[src/design/unused_placeholder_removed.sv]
// Intentionally empty companion: all logic lives in status_reg.
`timescale 1ns/1ps
`default_nettype none
`default_nettype wire

[src/include/status_reg_pkg.sv]
// Status register package: bit positions, codes and reset values.
// Assumes a single 25 MHz clock domain in the consumer.
package status_reg_pkg;
  // First status byte fields
  localparam int unsigned B1_LOCK_BIT  = 7;
  localparam int unsigned B1_RSVD_BIT  = 6;
  localparam int unsigned B1_EPE_BIT   = 5;
  localparam int unsigned B1_WPP_BIT   = 4;
  localparam int unsigned B1_SWP_HI    = 3;
  localparam int unsigned B1_SWP_LO    = 2;
  localparam int unsigned B1_WEL_BIT   = 1;
  localparam int unsigned B1_BUSY_BIT  = 0;
  // Second status byte fields
  localparam int unsigned B2_RESET_CMD_ENABLE_BIT  = 4;
  localparam int unsigned B2_SLE_BIT   = 3;
  localparam int unsigned B2_PS_BIT    = 2;
  localparam int unsigned B2_ES_BIT    = 1;
  localparam int unsigned B2_BUSY_BIT  = 0;
  // Software protection summary codes
  localparam logic [1:0] SWP_NONE     = 2'h0;
  localparam logic [1:0] SWP_SOME     = 2'h1;
  localparam logic [1:0] SWP_RESERVED = 2'h2;
  localparam logic [1:0] SWP_ALL      = 2'h3;
  // Reset values
  localparam logic       LOCK_RESET   = 1'b0;
  localparam logic       WEL_RESET    = 1'b0;
  localparam logic       RESET_CMD_ENABLE_RESET   = 1'b0;
  localparam logic       SLE_RESET    = 1'b0;
  localparam logic       EPE_RESET    = 1'b0;
  localparam int unsigned SECTORS     = 32;
  localparam int unsigned BYTE_BITS   = 8;
endpackage : status_reg_pkg

[src/design/status_reg.sv]
// Status register bank of a serial flash: two status bytes, write gates,
// write enable latch, error flag and a serial shifter for status reads.
// Assumes a command decoder on the same clock supplies one-cycle strobes.
//
// Contract
// Byte two bits 7..5 read zero
// Reset command enable, cleared at power-up
// Lockdown command enable, default off
// Program suspend flag read-only
// Erase suspend flag read-only
// Busy flag shows internal operation
// Byte two write changes bits 4,3 only
// Lock set blocks all protection changes
// Lock clear allows protection changes
// Lock cleared at power-up, kept on reset
// Protect pin asserted: lock only sets
// Byte one write changes lock only
// Error flag set on failed bytes
// Aborted operations never set error
// Error refreshed after each erase/program
// Pin level shown as status bit
// Summary reports none, some, all
// Latch clear rejects protected commands
// Latch cleared at power-up and reset
// Latch cleared on completion or abort
// Latch kept on partial opcode abort
// Summary at bits 3:2, codes fixed
// Pin level bit four, zero asserted
// Byte one bit layout, six zero
// Status shifted out MSB first, fresh
// Suspend flags follow suspend state
`timescale 1ns/1ps
`default_nettype none
module status_reg
  import status_reg_pkg::*;
#(
  parameter int unsigned NUM_SECTORS = status_reg_pkg::SECTORS
)(
  // Clock and reset
  input  wire logic                   clock,
  input  wire logic                   reset_n,
  // Pin input (raw, asynchronous)
  input  wire logic                   write_protect_n,
  // Command strobes from the decoder
  input  wire logic                   soft_reset_req,
  input  wire logic                   write_enable_cmd,
  input  wire logic                   write_disable_cmd,
  input  wire logic                   write_byte_one,
  input  wire logic                   write_byte_two,
  input  wire logic [7:0]             write_data,
  input  wire logic                   prot_cmd_done,
  input  wire logic                   prot_cmd_abort,
  input  wire logic                   partial_opcode_abort,
  input  wire logic                   hold_abort,
  input  wire logic                   sector_cmd_req,
  input  wire logic                   sector_cmd_protect,
  input  wire logic [4:0]             sector_index,
  input  wire logic                   global_cmd_req,
  input  wire logic                   global_cmd_protect,
  input  wire logic                   lockdown_frozen,
  // Core state
  input  wire logic                   busy_in,
  input  wire logic                   erprog_done,
  input  wire logic                   erprog_fail,
  input  wire logic                   program_suspend_enter,
  input  wire logic                   erase_suspend_enter,
  input  wire logic                   suspend_resume,
  // Serial status read
  input  wire logic                   shift_load_one,
  input  wire logic                   shift_load_two,
  input  wire logic                   shift_step,
  output logic                        serial_out,
  // Status outputs
  output logic [7:0]                  status_byte_one,
  output logic [7:0]                  status_byte_two,
  output logic                        reset_cmd_allowed,
  output logic                        lockdown_cmd_allowed,
  output logic                        write_enable_latch,
  output logic [NUM_SECTORS-1:0]      sector_protect
);
  import status_reg_pkg::*;

  // ==========================================================
  // Pin synchroniser
  logic       wp_s1;
  logic       wp_s2;
  logic       wp_s3;
  logic       wp_level;   // Filtered pin level, 0 = asserted
  logic       protection_regs_lock;
  logic       erase_program_error;
  logic       reset_cmd_enable;
  logic       lockdown_cmd_enable;
  logic       program_suspend_flag;
  logic       erase_suspend_flag;
  logic [1:0] soft_protect_summary;
  logic [7:0] next_byte_one;
  logic [7:0] next_byte_two;
  logic [7:0] shifter;

  // Three-stage capture; change accepted once stages two and three agree
  always_ff @(posedge clock or negedge reset_n)
  begin
    if (!reset_n)
    begin
      wp_s1    <= 1'b1;
      wp_s2    <= 1'b1;
      wp_s3    <= 1'b1;
      wp_level <= 1'b1;
    end
    else
    begin
      wp_s1 <= write_protect_n;
      wp_s2 <= wp_s1;
      wp_s3 <= wp_s2;
      if (wp_s2 == wp_s3)
        wp_level <= wp_s3;
    end
  end

  // ==========================================================
  // Protection lock
  // Lock follows byte-one writes, gated by latch and protect pin
  always_ff @(posedge clock or negedge reset_n)
  begin
    if (!reset_n)
      protection_regs_lock <= LOCK_RESET;
    else if (write_byte_one && write_enable_latch)
    begin
      if (wp_level || write_data[B1_LOCK_BIT])
        protection_regs_lock <= write_data[B1_LOCK_BIT];
    end
  end

  // ==========================================================
  // Sector protection registers
  // Updated only while unlocked; start fully protected
  always_ff @(posedge clock or negedge reset_n)
  begin
    if (!reset_n)
      sector_protect <= '1;
    else if (!protection_regs_lock && write_enable_latch)
    begin
      if (sector_cmd_req)
        sector_protect[sector_index] <= sector_cmd_protect;
      else if (global_cmd_req)
        sector_protect <= {NUM_SECTORS{global_cmd_protect}};
    end
  end

  // Summary code from sector registers
  always_comb
  begin
    if (&sector_protect)
      soft_protect_summary = SWP_ALL;
    else if (|sector_protect)
      soft_protect_summary = SWP_SOME;
    else
      soft_protect_summary = SWP_NONE;
  end

  // ==========================================================
  // Write enable latch
  // Set by write enable; cleared by completions, protection and hold aborts, soft reset; kept on partial opcode abort
  always_ff @(posedge clock or negedge reset_n)
  begin
    if (!reset_n)
      write_enable_latch <= WEL_RESET;
    else if (soft_reset_req && reset_cmd_enable)
      write_enable_latch <= 1'b0;
    else if (write_disable_cmd || prot_cmd_done || prot_cmd_abort || hold_abort
             || ((write_byte_one || write_byte_two) && write_enable_latch))
      write_enable_latch <= 1'b0;
    else if (partial_opcode_abort)
      write_enable_latch <= write_enable_latch;
    else if (write_enable_cmd)
      write_enable_latch <= 1'b1;
  end

  // ==========================================================
  // Second byte enables
  // Only bits 4 and 3 are writable; freeze locks lockdown enable low
  always_ff @(posedge clock or negedge reset_n)
  begin
    if (!reset_n)
    begin
      reset_cmd_enable    <= RESET_CMD_ENABLE_RESET;
      lockdown_cmd_enable <= SLE_RESET;
    end
    else
    begin
      if (write_byte_two && write_enable_latch)
        reset_cmd_enable <= write_data[B2_RESET_CMD_ENABLE_BIT];
      if (lockdown_frozen)
        lockdown_cmd_enable <= 1'b0;
      else if (write_byte_two && write_enable_latch)
        lockdown_cmd_enable <= write_data[B2_SLE_BIT];
    end
  end

  // ==========================================================
  // Error and suspend flags
  // Error refreshed on every real completion; aborts give no done
  always_ff @(posedge clock or negedge reset_n)
  begin
    if (!reset_n)
      erase_program_error <= EPE_RESET;
    else if (erprog_done)
      erase_program_error <= erprog_fail;
  end

  // Suspend flags set on entry, cleared on resume
  always_ff @(posedge clock or negedge reset_n)
  begin
    if (!reset_n)
    begin
      program_suspend_flag <= 1'b0;
      erase_suspend_flag   <= 1'b0;
    end
    else
    begin
      // Entry wins over a resume in the same cycle
      if (program_suspend_enter)
        program_suspend_flag <= 1'b1;
      else if (suspend_resume)
        program_suspend_flag <= 1'b0;
      if (erase_suspend_enter)
        erase_suspend_flag <= 1'b1;
      else if (suspend_resume)
        erase_suspend_flag <= 1'b0;
    end
  end

  // ==========================================================
  // Byte assembly
  always_comb
  begin
    next_byte_one = 8'h00;
    next_byte_one[B1_LOCK_BIT] = protection_regs_lock;
    next_byte_one[B1_EPE_BIT] = erase_program_error;
    next_byte_one[B1_WPP_BIT] = wp_level;
    next_byte_one[B1_SWP_HI:B1_SWP_LO] = soft_protect_summary;
    next_byte_one[B1_WEL_BIT] = write_enable_latch;
    next_byte_one[B1_BUSY_BIT] = busy_in;
    next_byte_two = 8'h00;
    next_byte_two[B2_RESET_CMD_ENABLE_BIT] = reset_cmd_enable;
    next_byte_two[B2_SLE_BIT] = lockdown_cmd_enable;
    next_byte_two[B2_PS_BIT] = program_suspend_flag;
    next_byte_two[B2_ES_BIT] = erase_suspend_flag;
    next_byte_two[B2_BUSY_BIT] = busy_in;
  end

  // Registered status view and enables
  always_ff @(posedge clock or negedge reset_n)
  begin
    if (!reset_n)
    begin
      status_byte_one      <= 8'h0c;
      status_byte_two      <= 8'h00;
      reset_cmd_allowed    <= 1'b0;
      lockdown_cmd_allowed <= 1'b0;
    end
    else
    begin
      status_byte_one      <= next_byte_one;
      status_byte_two      <= next_byte_two;
      reset_cmd_allowed    <= reset_cmd_enable;
      lockdown_cmd_allowed <= lockdown_cmd_enable && write_enable_latch;
    end
  end

  // ==========================================================
  // Serial shifter: fresh snapshot per byte, MSB first
  always_ff @(posedge clock or negedge reset_n)
  begin
    if (!reset_n)
    begin
      shifter    <= 8'h00;
      serial_out <= 1'b0;
    end
    else if (shift_load_one || shift_load_two)
    begin
      shifter    <= {(shift_load_one ? next_byte_one[6:0] : next_byte_two[6:0]), 1'b0};
      serial_out <= shift_load_one ? next_byte_one[7] : next_byte_two[7];
    end
    else if (shift_step)
    begin
      serial_out <= shifter[7];
      shifter    <= {shifter[6:0], 1'b0};
    end
  end

  // ==========================================================
  // Assertions
  a_byte_two_rsvd: assert property (@(posedge clock) disable iff (!reset_n)
    status_byte_two[7:5] == 3'h0) else $error("reserved bits nonzero");
  a_byte_one_rsvd: assert property (@(posedge clock) disable iff (!reset_n)
    !status_byte_one[B1_RSVD_BIT]) else $error("byte one bit six set");
  a_lock_wp_hold: assert property (@(posedge clock) disable iff (!reset_n)
    (!wp_level && protection_regs_lock) |=> protection_regs_lock)
    else $error("lock cleared under protect pin");
  a_sector_locked: assert property (@(posedge clock) disable iff (!reset_n)
    protection_regs_lock |=> $stable(sector_protect))
    else $error("sectors changed while locked");
  a_epe_refresh: assert property (@(posedge clock) disable iff (!reset_n)
    erprog_done |=> erase_program_error == $past(erprog_fail))
    else $error("error flag not refreshed");
  a_wel_clear: assert property (@(posedge clock) disable iff (!reset_n)
    (prot_cmd_done || prot_cmd_abort || hold_abort) |=> !write_enable_latch)
    else $error("latch not cleared");
  a_busy_view: assert property (@(posedge clock) disable iff (!reset_n)
    busy_in |=> status_byte_one[B1_BUSY_BIT] && status_byte_two[B2_BUSY_BIT])
    else $error("busy not shown");
  a_summary_code: assert property (@(posedge clock) disable iff (!reset_n)
    ##1 status_byte_one[3:2] != SWP_RESERVED)
    else $error("reserved summary code");
  a_reset_cmd_enable_gate: assert property (@(posedge clock) disable iff (!reset_n)
    (write_byte_two && !write_enable_latch) |=> $stable(reset_cmd_enable))
    else $error("enable changed without latch");
  c_lock_set: cover property (@(posedge clock) disable iff (!reset_n)
    $rose(protection_regs_lock));
  c_epe_set: cover property (@(posedge clock) disable iff (!reset_n)
    $rose(erase_program_error));
  c_suspend: cover property (@(posedge clock) disable iff (!reset_n)
    $rose(erase_suspend_flag));
endmodule : status_reg
`default_nettype wire

[config.mk]
export PLATFORM = sky130hd
export DESIGN_NAME = status_reg
export DESIGN_NICKNAME = d
export VERILOG_FILES = /design/src/design/unused_placeholder_removed.sv /design/src/include/status_reg_pkg.sv /design/src/design/status_reg.sv
export SDC_FILE = /design/constraint.sdc
export NUM_CORES = 1
export LEC_CHECK = 0
export ABC_CLOCK_PERIOD_IN_PS = 1200
export BUFFER_PORTS_ARGS = -buffer_cell sky130_fd_sc_hd__clkbuf_2
export CAP_MARGIN = 10
export CELL_PAD_IN_SITES_DETAIL_PLACEMENT = 1
export CELL_PAD_IN_SITES_GLOBAL_PLACEMENT = 1
export CORE_MARGIN = 5
export CORE_UTILIZATION = 36
export CTS_CLUSTER_DIAMETER = 40
export DETAILED_ROUTE_END_ITERATION = 8
export HOLD_SLACK_MARGIN = 0.03
export PLACE_DENSITY_LB_ADDON = 0.3
export SYNTH_ARGS = -nofsm -noshare
export SYNTH_HDL_FRONTEND = slang
export SYNTH_SLANG_ARGS = --single-unit
export TNS_END_PERCENT = 10
[constraint.sdc]
create_clock -name clock -period 1.2 [get_ports clock]
set_input_delay 0.18 -clock clock [delete_from_list [all_inputs] [get_ports clock]]
set_output_delay 0.18 -clock clock [all_outputs]
set_load 0.005 [all_outputs]
==> flow_summary.rst, run 1 <==
.. list-table::
   :header-rows: 1

   * - Metric
     - Value
   * - Synthesized instance count
     - 314
   * - Required time worst endpoint
     - around 1400 ps
   * - Area of placed instances
     - about 4000 um^2
   * - Final hold viol count
     - 0
   * - Std cell rows
     - 34
   * - Critical Path AT
     - about 1700 ps
   * - Share of final-layout standard cells stronger than drive strength 1
     - 52.9%
   * - Violated checks
     - negative setup slack
   * - Period minus WS final
     - roughly 1500 ps
   * - Final Cell Area
     - 4940 um^2
   * - Number of unique standard cell types used by synthesis
     - 41
   * - Overall Global Routing Usage
     - about a fifth
   * - Final Worst Setup Slack
     - -272 ps
   * - Starting Density
     - 37.2%
   * - Minimum setup slack after placement
     - -312 ps
   * - Proportion of power drawn by the clock network
     - 31.6%
   * - Full die area
     - around 11000 um^2
   * - Setup violations, final
     - 67
   * - Global route overflow
     - 0
   * - Synth top area share
     - 30.6%
   * - Internal power component
     - between 0.004 and 0.005 W
   * - Total number of nets in the final design
     - around 500
   * - Max-cap check violation count
     - 0
   * - N_diodes
     - 0
   * - Worst-Skew Late Latency
     - around 350 ps
   * - Final GP Congestion
     - 0.798
   * - Clock buffers created by TritonCTS
     - 9
   * - Critical Path Fanout Max
     - 3
   * - Global-route wire length before repair
     - roughly 18000 um
   * - Number of input and output port buffers inserted
     - 81
   * - PD cells
     - 1390 nW/um^2
   * - Worst setup path class
     - reg2reg
   * - Area of the multi-input gates
     - 1540 um^2
   * - Mean routed wirelength per cell
     - around 21 um
   * - Sequential cell area
     - 1620 um^2
   * - Final Skew
     - roughly 6.4 ps
   * - VDD IR-drop max
     - 892 uV
   * - Number of sinks driven by the clock tree
     - 63
   * - CTS tree
     - built
   * - Net switching power
     - about 0.002 W
   * - Static leakage
     - a little over 2 nW
   * - Flop and latch count out of synthesis
     - 63
   * - Ranking of synthesized cells by instance count
     - sky130_fd_sc_hd__dfstp_2 (38), sky130_fd_sc_hd__a21oi_1 (37), sky130_fd_sc_hd__a31oi_1 (32), sky130_fd_sc_hd__o21a_1 (32), sky130_fd_sc_hd__dfrtp_1 (25)
   * - Synth top area cells
     - sky130_fd_sc_hd__dfstp_2 (31%), sky130_fd_sc_hd__dfrtp_1 (19%), sky130_fd_sc_hd__o21a_1 (7.4%)
   * - Period Utilization, post-route
     - 123%
   * - Dominant cell by count in the synthesized netlist
     - sky130_fd_sc_hd__dfstp_2
   * - Layout-stage area growth over the synthesis result
     - 51.4%
   * - Sequential group share of total power
     - 41.5%
   * - Part of the Yosys area used for sequential elements
     - between 40% and 50%
   * - Most instantiated flip-flop cell in the synthesis netlist
     - sky130_fd_sc_hd__dfstp_2
   * - Antenna Nets Post-Route
     - 0
   * - Net switching fraction of the power
     - 29.4%
   * - Chip width
     - 105 um
   * - Longest Clk Path Bufs
     - 2
   * - Htree depth
     - 3
   * - IO Count
     - roughly 90
   * - Final core utilization
     - ~56%
   * - Highest clock frequency the design can meet
     - ~680 MHz
   * - Total power draw
     - 0.00689 W
   * - 1st-pass router iterations
     - 4
   * - CTS Root Buffer Type
     - sky130_fd_sc_hd__clkbuf_8
   * - Final setup TNS
     - -7850 ps
   * - Clock transition at the registers of the reported paths
     - roughly 80 ps
   * - Routed WL
     - 12000 um
   * - Gate power share
     - between 20% and 30%
   * - Vert. Die Dim
     - 105 um
   * - Worst hold path class
     - in2reg
   * - Mapped Avg Cell Area
     - around 10 um^2
   * - Slew Limit Fails
     - 0
   * - Standard cell core area
     - roughly 8800 um^2
   * - Yosys synthesis warning count
     - 0
   * - Async set-reset flop share out of synthesis
     - 100%
   * - Vias per inst
     - roughly 5.7
   * - Number of synthesized flops with an enable pin
     - 0
   * - Result of the run
     - finished, violations left
   * - Largest net degree at the start of global routing
     - 30
   * - Netlist area before placement
     - ~3300 um^2
   * - Number of global-route vias before repair
     - 3412
   * - Vias post-DR
     - 3216
   * - First-iteration detailed-routing DRC count
     - between 150 and 200
   * - Type of element capturing the critical path
     - flip-flop
   * - RSZ-0062 raised after global routing
     - yes
   * - DRC violation count after routing
     - 0
   * - Cell type contributing the most total cell area after synthesis
     - sky130_fd_sc_hd__dfstp_2
   * - Critical path launch point type
     - flip-flop
   * - Fill cells
     - roughly 970
   * - Half-perimeter wire length after detailed placement
     - ~6900 um
   * - Initial antenna violation count
     - 0
metrics by stage:
stage,cells,hold slack (ps)
after floorplan,317,-116
after global placement,525,62.8
after global routing,564,56.4
after CTS,557,54.0
after detailed placement,525,65.3
final,564,69.1
critical path: stages, from the launching register on:
cell and delay (ps):
sky130_fd_sc_hd__dfstp_2 390, sky130_fd_sc_hd__buf_4 130, sky130_fd_sc_hd__nor4_1 340, sky130_fd_sc_hd__nand4_1 240, sky130_fd_sc_hd__o21ai_1 180, sky130_fd_sc_hd__o21ai_1 80
layout by cell type, fill, tap and decap left out, types with 6 or more instances in the layout:
master                          count
sky130_fd_sc_hd__mux2i_1            7
sky130_fd_sc_hd__clkbuf_8          10
sky130_fd_sc_hd__o21a_1            32
sky130_fd_sc_hd__dfrtp_1           25
sky130_fd_sc_hd__dlygate4sd3_1      7
sky130_fd_sc_hd__buf_4             26
sky130_fd_sc_hd__nand2_1            6
sky130_fd_sc_hd__clkbuf_2          56
sky130_fd_sc_hd__a31oi_2            8
sky130_fd_sc_hd__buf_6             53
sky130_fd_sc_hd__a31oi_1           24
sky130_fd_sc_hd__o21ai_1           19
sky130_fd_sc_hd__o21ai_2           16
sky130_fd_sc_hd__buf_12             7
sky130_fd_sc_hd__dfstp_2           38
sky130_fd_sc_hd__nand4_1           11
sky130_fd_sc_hd__nor4_1             6
sky130_fd_sc_hd__a21oi_1           33
sky130_fd_sc_hd__nor2_1             8
kinds of logic after synthesis:
family          after synthesis  share of synthesized area (%)
compound gates              147                           28.8
flops                        63                           49.8
simple gates                 60                           11.1
buf+inv                      33                           7.06
mux                           9                           2.84
fa+ha+maj                     1                          0.307
other cells                   1                          0.115
power groups by stage:
stage / Clock [W] / Combinational [W] / Sequential [W]
after floorplan: 0 / 0.000562 / 0.00281
after global placement: 0 / 0.00134 / 0.00281
after detailed placement: 0 / 0.00138 / 0.00283
after CTS: 0.00221 / 0.00157 / 0.00283
after global routing: 0.00232 / 0.00200 / 0.00289
final: 0.00217 / 0.00186 / 0.00286
layout make-up:
class | instances | area share (%)
Clock inverter | 6 | 1.90
Multi-Input combinational cell | 221 | 31.1
Sequential cell | 63 | 32.9
Inverter | 2 | 0.152
Clock buffer | 10 | 2.79
Tap cell | 108 | 2.73
Timing Repair Buffer | 154 | 28.5
sequential cells by signal, summed over array words and instances (netlist names):
signal / flops
wp_s3: 1
wp_s1: 1
erase_suspend_flag: 1
protection_regs_lock: 1
wp_level: 1
status_byte_two: 5
shifter: 7
lockdown_cmd_enable: 1
sector_protect: 32
wp_s2: 1
serial_out: 1
program_suspend_flag: 1
reset_cmd_enable: 1
status_byte_one: 6
erase_program_error: 1
lockdown_cmd_allowed: 1
write_enable_latch: 1
per-layer routing:
metal	track usage [%]	routed length, um
met5	0	0
met1	24.1	4740
met3	4.87	779
met4	7.95	313
met2	34.6	6160
worst paths after layout:
| kind | from | end | slack (ps) | depth (start not counted) |
|---|---|---|---|---|
| worst max-delay path | sector_protect[23] | shifter[3] | -270 | 5 |
| worst min-delay path | write_data[4] | reset_cmd_enable | 70 | 2 |
| worst max register to register | sector_protect[23] | shifter[3] | -270 | 5 |
| worst min register to register | wp_s1 | wp_s2 | 360 | 0 |
| max in group asynchronous | reset_n | sector_protect[4] | 440 | 3 |
| min in group asynchronous | reset_n | erase_program_error | 230 | 2 |
timing repair:
item                                    CTS  global route
pin swaps                                 3             2
gates cloned                              4             0
resized for setup                        33            48
endpoints found under the hold margin    31             0
hold buffers                              7             0
endpoints found under the setup margin   69            70
setup buffers                             5             7
No activity file was read; power rests on OpenSTA's default activity.
==> run 2, diff against run 1 <==
Settings changed: CELL_PAD_IN_SITES_DETAIL_PLACEMENT 1 to default, CELL_PAD_IN_SITES_GLOBAL_PLACEMENT 1 to default, CORE_UTILIZATION 36 to 47.
==> run 2 against run 1 <==
Against the previous run: the flow still finishes with violations (negative setup slack); non-clock buffer count shrank 4; cell count shrank 2.8%; setup slack lost 39 ps; critical path depth is the same; flip-flop and latch count is the same; maximum frequency shrank 2.6%; clock power grew 9.2%; first-iteration DRC count grew 33%; core utilization grew 16 points; critical path type unchanged; critical endpoint is now shifter[4].
==> flow_summary.rst, run 2 (synthesis results as in run 1) <==
.. list-table::
   :header-rows: 1

   * - Metric
     - Value
   * - Result of the run
     - finished, violations left
   * - Violated checks
     - negative setup slack
   * - Initial antenna violation count
     - 0
   * - Critical Path AT
     - ~1800 ps
   * - Layout-stage area growth over the synthesis result
     - 50.1%
   * - Final Worst Setup Slack
     - -311 ps
   * - Largest stage delay on the critical path
     - ~570 ps
   * - Vias per inst
     - slightly below 6
   * - Number of flip-flops in the largest register
     - 32
   * - Mean routed wirelength per cell
     - ~19 um
   * - Net switching power
     - 0.00197 W
   * - Worst hold endpoint
     - erase_program_error
   * - Final std cells w/o fill
     - between 500 and 600
   * - Internal power component
     - slightly above 0.005 W
   * - Family of cells with the greatest summed delay on the critical path
     - simple AND/OR/NAND/NOR gates
   * - Routed WL
     - 10200 um
   * - Net switching fraction of the power
     - roughly 28%
   * - Cell Count Post-Placement
     - 513
   * - Commonest non-fill, non-tap cells in the layout
     - sky130_fd_sc_hd__buf_6 (57), sky130_fd_sc_hd__clkbuf_2 (53), sky130_fd_sc_hd__dfstp_2 (38), sky130_fd_sc_hd__o21a_1 (32), sky130_fd_sc_hd__a31oi_1 (31)
   * - Period Utilization, post-route
     - 126%
   * - Number of sinks driven by the clock tree
     - between 60 and 70
   * - Most frequent standard cell in the layout excluding fill and tap cells
     - sky130_fd_sc_hd__buf_6
   * - Chip width
     - a little over 90 um
   * - Fill cells
     - ~500
   * - Required time worst endpoint
     - approximately 1500 ps
   * - Type of element capturing the critical path
     - flip-flop
   * - Final setup TNS
     - -5880 ps
   * - Setup violations, final
     - 67
   * - CTS Root Buffer Type
     - sky130_fd_sc_hd__clkbuf_8
   * - Clock buffers created by TritonCTS
     - 9
   * - Full die area
     - between 8000 and 9000 um^2
   * - Worst setup path class
     - reg2reg
   * - Critical register-to-register path startpoint
     - sector_protect[11]
   * - Sequential cell area
     - ~1600 um^2
   * - Worst-Skew Late Latency
     - ~350 ps
   * - Cell type of the slowest stage on the worst timing path
     - sky130_fd_sc_hd__dfstp_2
   * - Ordered cell list for the critical path
     - nand4_1 > nor4_4 > buf_4 > nand3_2 > o21ai_1
   * - Standard cell core area
     - around 6800 um^2
   * - VDD IR-drop max
     - between 1000 and 1500 uV
   * - PD cells
     - between 1000 and 1500 nW/um^2
   * - Final hold viol count
     - 0
   * - Max-cap check violation count
     - 0
   * - Share of final-layout standard cells stronger than drive strength 1
     - a little over half
   * - Overall Global Routing Usage
     - a little under a quarter
   * - Std cell rows
     - 30
   * - 1st-pass router iterations
     - 4
   * - RSZ-0062 raised after global routing
     - yes
   * - Worst hold path class
     - in2reg
   * - First-iteration detailed-routing DRC count
     - slightly above 200
   * - Worst flop-to-flop path endpoint
     - shifter[4]
   * - CTS tree
     - built
   * - Period minus WS final
     - ~1500 ps
   * - Sequential group share of total power
     - about 40%
   * - Vert. Die Dim
     - between 90 and 100 um
   * - Global-route wire length before repair
     - approximately 16000 um
   * - Largest register by flop count
     - sector_protect
   * - Number of global-route vias before repair
     - around 3200
   * - Proportion of power drawn by the clock network
     - between 30% and 40%
   * - DRC violation count after routing
     - 0
   * - Total buffers and inverters traversed by the critical path
     - 1
   * - Longest Clk Path Bufs
     - 2
   * - Slew Limit Fails
     - 0
   * - Half-perimeter wire length after detailed placement
     - 5800 um
   * - Number of cells on the critical path
     - 5
   * - Global route overflow
     - 0
   * - Vias post-DR
     - between 3000 and 4000
   * - Depth of the worst register-to-register path
     - 5
   * - Final GP Congestion
     - about 0.82
   * - Total number of nets in the final design
     - slightly below 500
   * - Critical Path Fanout Max
     - 3
   * - Antenna Nets Post-Route
     - 0
   * - Area of the multi-input gates
     - between 1500 and 2000 um^2
   * - N_diodes
     - 0
   * - Worst-case register-to-register setup slack
     - -310 ps
   * - Htree depth
     - 3
   * - Clock transition at the registers of the reported paths
     - approximately 80 ps
   * - Final Skew
     - between 5 and 6 ps
   * - Gate power share
     - roughly a quarter
   * - Number of input and output port buffers inserted
     - 81
   * - Instance count along the most critical hold path
     - 2
   * - Static leakage
     - just over 2 nW
   * - Largest net degree at the start of global routing
     - 64
   * - Critical path launch point type
     - flip-flop
   * - Worst hold path startpoint
     - erprog_fail
   * - IO Count
     - between 90 and 100
   * - Leading registers by flop count
     - sector_protect: 32 flops, shifter: 7 flops, status_byte_one: 6 flops
   * - Starting Density
     - approximately 48%
   * - Highest clock frequency the design can meet
     - 662 MHz
[run 2: cell count changes in the layout (fill, tap and decap cells not counted), moves of 2 or more]
cell and change:
sky130_fd_sc_hd__a21oi_1 -5, sky130_fd_sc_hd__a31oi_1 +7, sky130_fd_sc_hd__a21oi_2 +5, sky130_fd_sc_hd__clkbuf_2 -3, sky130_fd_sc_hd__inv_6 +2, sky130_fd_sc_hd__buf_12 -2
sky130_fd_sc_hd__clkinv_4 -3, sky130_fd_sc_hd__buf_4 -2, sky130_fd_sc_hd__a31oi_2 -7, sky130_fd_sc_hd__buf_6 +4
[run 2: worst max-delay path by stage]
stage | start | endpoint | slack, ps
floorplan | write_enable_latch | sector_protect[14] | -10
global placement | sector_protect[14] | shifter[4] | -270
detailed placement | sector_protect[14] | shifter[4] | -250
CTS | sector_protect[2] | shifter[4] | -190
global route | sector_protect[8] | shifter[4] | -370
finish | sector_protect[11] | shifter[4] | -310
[run 2: layer usage]
| metal | track usage [%] | vias to the layer above | part of all wire [%] |
|---|---|---|---|
| li1 | - | 1459 | - |
| met1 | 29.8 | 1523 | 39 |
| met4 | 9.04 | 0 | 3.1 |
| met3 | 6.92 | 36 | 9.3 |
| met5 | 0 | - | 0 |
| met2 | 37.8 | 168 | 48 |
[run 2: final cells by class]
| type | instances | area share (%) |
|---|---|---|
| Clock buffer | 10 | 2.81 |
| Clock inverter | 6 | 2.35 |
| Inverter | 2 | 0.153 |
| Multi-Input combinational cell | 221 | 31.1 |
| Sequential cell | 63 | 33.2 |
| Tap cell | 96 | 2.45 |
| Timing Repair Buffer | 150 | 27.9 |
[run 2: what timing repair did]
action / CTS / global route
hold endpoints to repair: 31 / 0
pin swaps: 3 / 7
resized for setup: 41 / 44
cloned: 4 / 0
buffers inserted: 1 / 8
hold buffers: 7 / 0
endpoints found under the setup margin: 69 / 69
[run 2: power by group through the flow]
stage                     Combinational, W  Sequential, W  Clock (W)
after floorplan                   0.000562        0.00281          0
after global placement             0.00133        0.00281          0
after detailed placement           0.00135        0.00281          0
after CTS                          0.00153        0.00281    0.00239
after global routing               0.00203        0.00287    0.00251
final                              0.00189        0.00283    0.00237
[run 2: through the flow]
stage | power [W] | area [um^2] | hold WS [ps] | utilization, % | worst slack (ps)
finish | 0.00709 | 4900 | 58.4 | 72.1 | -311
CTS | 0.00674 | 4620 | 50.6 | 68.0 | -194
global placement | 0.00414 | 4010 | 221 | 59.1 | -274
floorplan | 0.00338 | 3290 | -116 | - | -10.1
detailed placement | 0.00417 | 4010 | 223 | 59.1 | -251
global route | 0.00741 | 4900 | 60.9 | 72.1 | -370
==> run 3, diff against run 2 <==
Settings changed: SETUP_SLACK_MARGIN from default to 0.1.
==> run 3 against run 2 <==
Against the previous run: the run still ends with negative setup slack left; sequential share of layout area up 0.39 points; die area unchanged; count of clock-buffer cells in the layout up 4; largest cell class unchanged.
==> flow_summary.rst, run 3 (synthesis results as in run 1) <==
.. list-table::
   :header-rows: 1

   * - Metric
     - Value
   * - Sequential cell area
     - roughly 1600 um^2
   * - Number of input and output port buffers inserted
     - 81
   * - Global routing usage on met3
     - under 10%
   * - Layout-stage area growth over the synthesis result
     - 48.4%
   * - Static leakage
     - ~2.0 nW
   * - Final Worst Setup Slack
     - -239 ps
   * - Commonest non-fill, non-tap cells in the layout
     - sky130_fd_sc_hd__buf_6 (58), sky130_fd_sc_hd__clkbuf_2 (52), sky130_fd_sc_hd__dfstp_2 (38), sky130_fd_sc_hd__a21oi_1 (34), sky130_fd_sc_hd__o21a_1 (32)
   * - Cell Count Post-Placement
     - approximately 520
   * - RSZ-0062 raised after global routing
     - yes
   * - Fill cells
     - ~500
   * - VDD IR-drop max
     - slightly above 800 uV
   * - Final std cells w/o fill
     - 549
   * - Full die area
     - 8710 um^2
   * - Share of final-layout standard cells stronger than drive strength 1
     - 51.4%
   * - Area of the multi-input gates
     - between 1500 and 2000 um^2
   * - Vias per inst
     - ~5.7
   * - Mean routed wirelength per cell
     - between 15 and 20 um
   * - 1st-pass router iterations
     - 4
   * - Longest Clk Path Bufs
     - 2
   * - Clock buffers created by TritonCTS
     - 9
   * - Std cell rows
     - 30
   * - Period Utilization, post-route
     - 120%
   * - CTS Root Buffer Type
     - sky130_fd_sc_hd__clkbuf_8
   * - Largest net degree at the start of global routing
     - 33
   * - Overall Global Routing Usage
     - 23.2%
   * - Vias post-DR
     - about 3100
   * - Total number of nets in the final design
     - 487
   * - Chip width
     - a little over 90 um
   * - Routed WL
     - between 10000 and 15000 um
   * - Largest stage delay on the critical path
     - around 560 ps
   * - Highest clock frequency the design can meet
     - a little under 700 MHz
   * - Worst-case register-to-register setup slack
     - -240 ps
   * - Worst-Skew Late Latency
     - 330 ps
   * - Setup violations, final
     - 65
   * - Worst hold path class
     - in2reg
   * - Total buffers and inverters traversed by the critical path
     - 1
   * - Final GP Congestion
     - around 0.82
   * - Starting Density
     - between 40% and 50%
   * - Leading registers by flop count
     - sector_protect: 32 flops, shifter: 7 flops, status_byte_one: 6 flops
   * - Htree depth
     - 3
   * - Global-route wire length before repair
     - about 16000 um
   * - DRC violation count after routing
     - 0
   * - Met2 GRT Util
     - 37.7%
   * - Number of global-route vias before repair
     - 3081
   * - Global route overflow
     - 0
   * - Ordered cell list for the critical path
     - nand4_1 > nor4_2 > buf_4 > nand3_2 > o21ai_2
   * - Clock transition at the registers of the reported paths
     - about 70 ps
   * - Layer with the highest usage after global routing
     - met2
   * - CTS tree
     - built
   * - Slew Limit Fails
     - 0
   * - Final Skew
     - approximately 6.7 ps
   * - Final hold viol count
     - 0
   * - Period minus WS final
     - around 1400 ps
   * - Cell type of the slowest stage on the worst timing path
     - sky130_fd_sc_hd__dfstp_2
   * - First-iteration detailed-routing DRC count
     - between 200 and 250
   * - Max-cap check violation count
     - 0
   * - Global routing met1 resource utilization
     - 31.4%
   * - Final Cell Area
     - about 4800 um^2
   * - Antenna Nets Post-Route
     - 0
   * - Number of flip-flops in the largest register
     - 32
   * - Area of placed instances
     - 4060 um^2
   * - Worst setup path class
     - reg2reg
   * - Critical path launch point type
     - flip-flop
   * - IO Count
     - a little over 90
   * - N_diodes
     - 0
   * - Critical Path Fanout Max
     - 3
   * - PD cells
     - 1380 nW/um^2
   * - Required time worst endpoint
     - between 1000 and 1500 ps
   * - Largest register by flop count
     - sector_protect
   * - Most frequent standard cell in the layout excluding fill and tap cells
     - sky130_fd_sc_hd__buf_6
   * - Standard cell core area
     - between 6000 and 7000 um^2
   * - Half-perimeter wire length after detailed placement
     - ~6100 um
   * - Family of cells with the greatest summed delay on the critical path
     - flip-flops
   * - Violated checks
     - negative setup slack
   * - Type of element capturing the critical path
     - flip-flop
   * - Number of sinks driven by the clock tree
     - between 60 and 70
   * - Initial antenna violation count
     - 0
   * - Vert. Die Dim
     - 93.3 um
   * - Critical Path AT
     - approximately 1700 ps
   * - Result of the run
     - finished, violations left
[run 3: cell types whose count changed in the layout (fill, tap and decap cells not counted), moves of 2 or more]
| cell | delta |
|---|---|
| sky130_fd_sc_hd__clkbuf_8 | +3 |
| sky130_fd_sc_hd__nor4_2 | +3 |
| sky130_fd_sc_hd__buf_4 | +2 |
| sky130_fd_sc_hd__nor4_4 | -2 |
| sky130_fd_sc_hd__bufinv_16 | -2 |
| sky130_fd_sc_hd__a21oi_2 | -7 |
| sky130_fd_sc_hd__a21oi_1 | +6 |
| sky130_fd_sc_hd__inv_6 | -2 |
[run 3: final cells by class]
type	count	share of cell area [%]
repair buffers	151	28.1
clock inverters	2	0.775
flip-flops and latches	63	33.5
multi-input cells	221	31.1
inverters	2	0.155
clock buffers	14	3.77
well taps	96	2.48
[run 3: per-stage QoR]
step / utilization [%] / hold slack, ps / setup slack [ps] / setup TNS (ps) / total power, W
after floorplan: - / -116 / 7.21 / 0 / 0.00338
after global placement: 59.8 / 67.5 / -279 / -3480 / 0.00415
after detailed placement: 59.8 / 66.7 / -262 / -4670 / 0.00420
after CTS: 68.6 / 69.0 / -230 / -3540 / 0.00648
after global routing: 71.3 / 70.3 / -334 / -7620 / 0.00697
final: 71.3 / 84.2 / -239 / -4110 / 0.00667
[run 3: path summary, 6_finish.rpt]
check / startpoint / end / depth (start not counted)
max in group asynchronous: reset_n / wp_s1 / 3
min reg2reg: wp_s1 / wp_s2 / 0
max reg2reg: sector_protect[14] / shifter[4] / 5
min: erprog_fail / erase_program_error / 2
min in group asynchronous: reset_n / status_byte_two[0] / 2
max: sector_protect[14] / shifter[4] / 5
[run 3: power by group]
group	total [W]	internal, W	leakage, nW	switching, W
clock network	0.00201	0.00119	0.109	0.000817
registers	0.00286	0.00256	0.712	0.000305
logic	0.00181	0.00108	1.21	0.000723
[run 3: routing by layer]
metal	share of wire, %	vias to the layer above
met4	1.4	0
met5	0	-
li1	-	1471
met3	6.8	15
met2	50	138
met1	42	1517
[run 3: timing repair]
item,in CTS,in global routing
hold endpoints to repair,31,0
pin swaps,5,3
setup endpoints to repair,71,72
resized for setup,51,29
hold buffers,7,0
cloned,3,0
buffers inserted,2,3
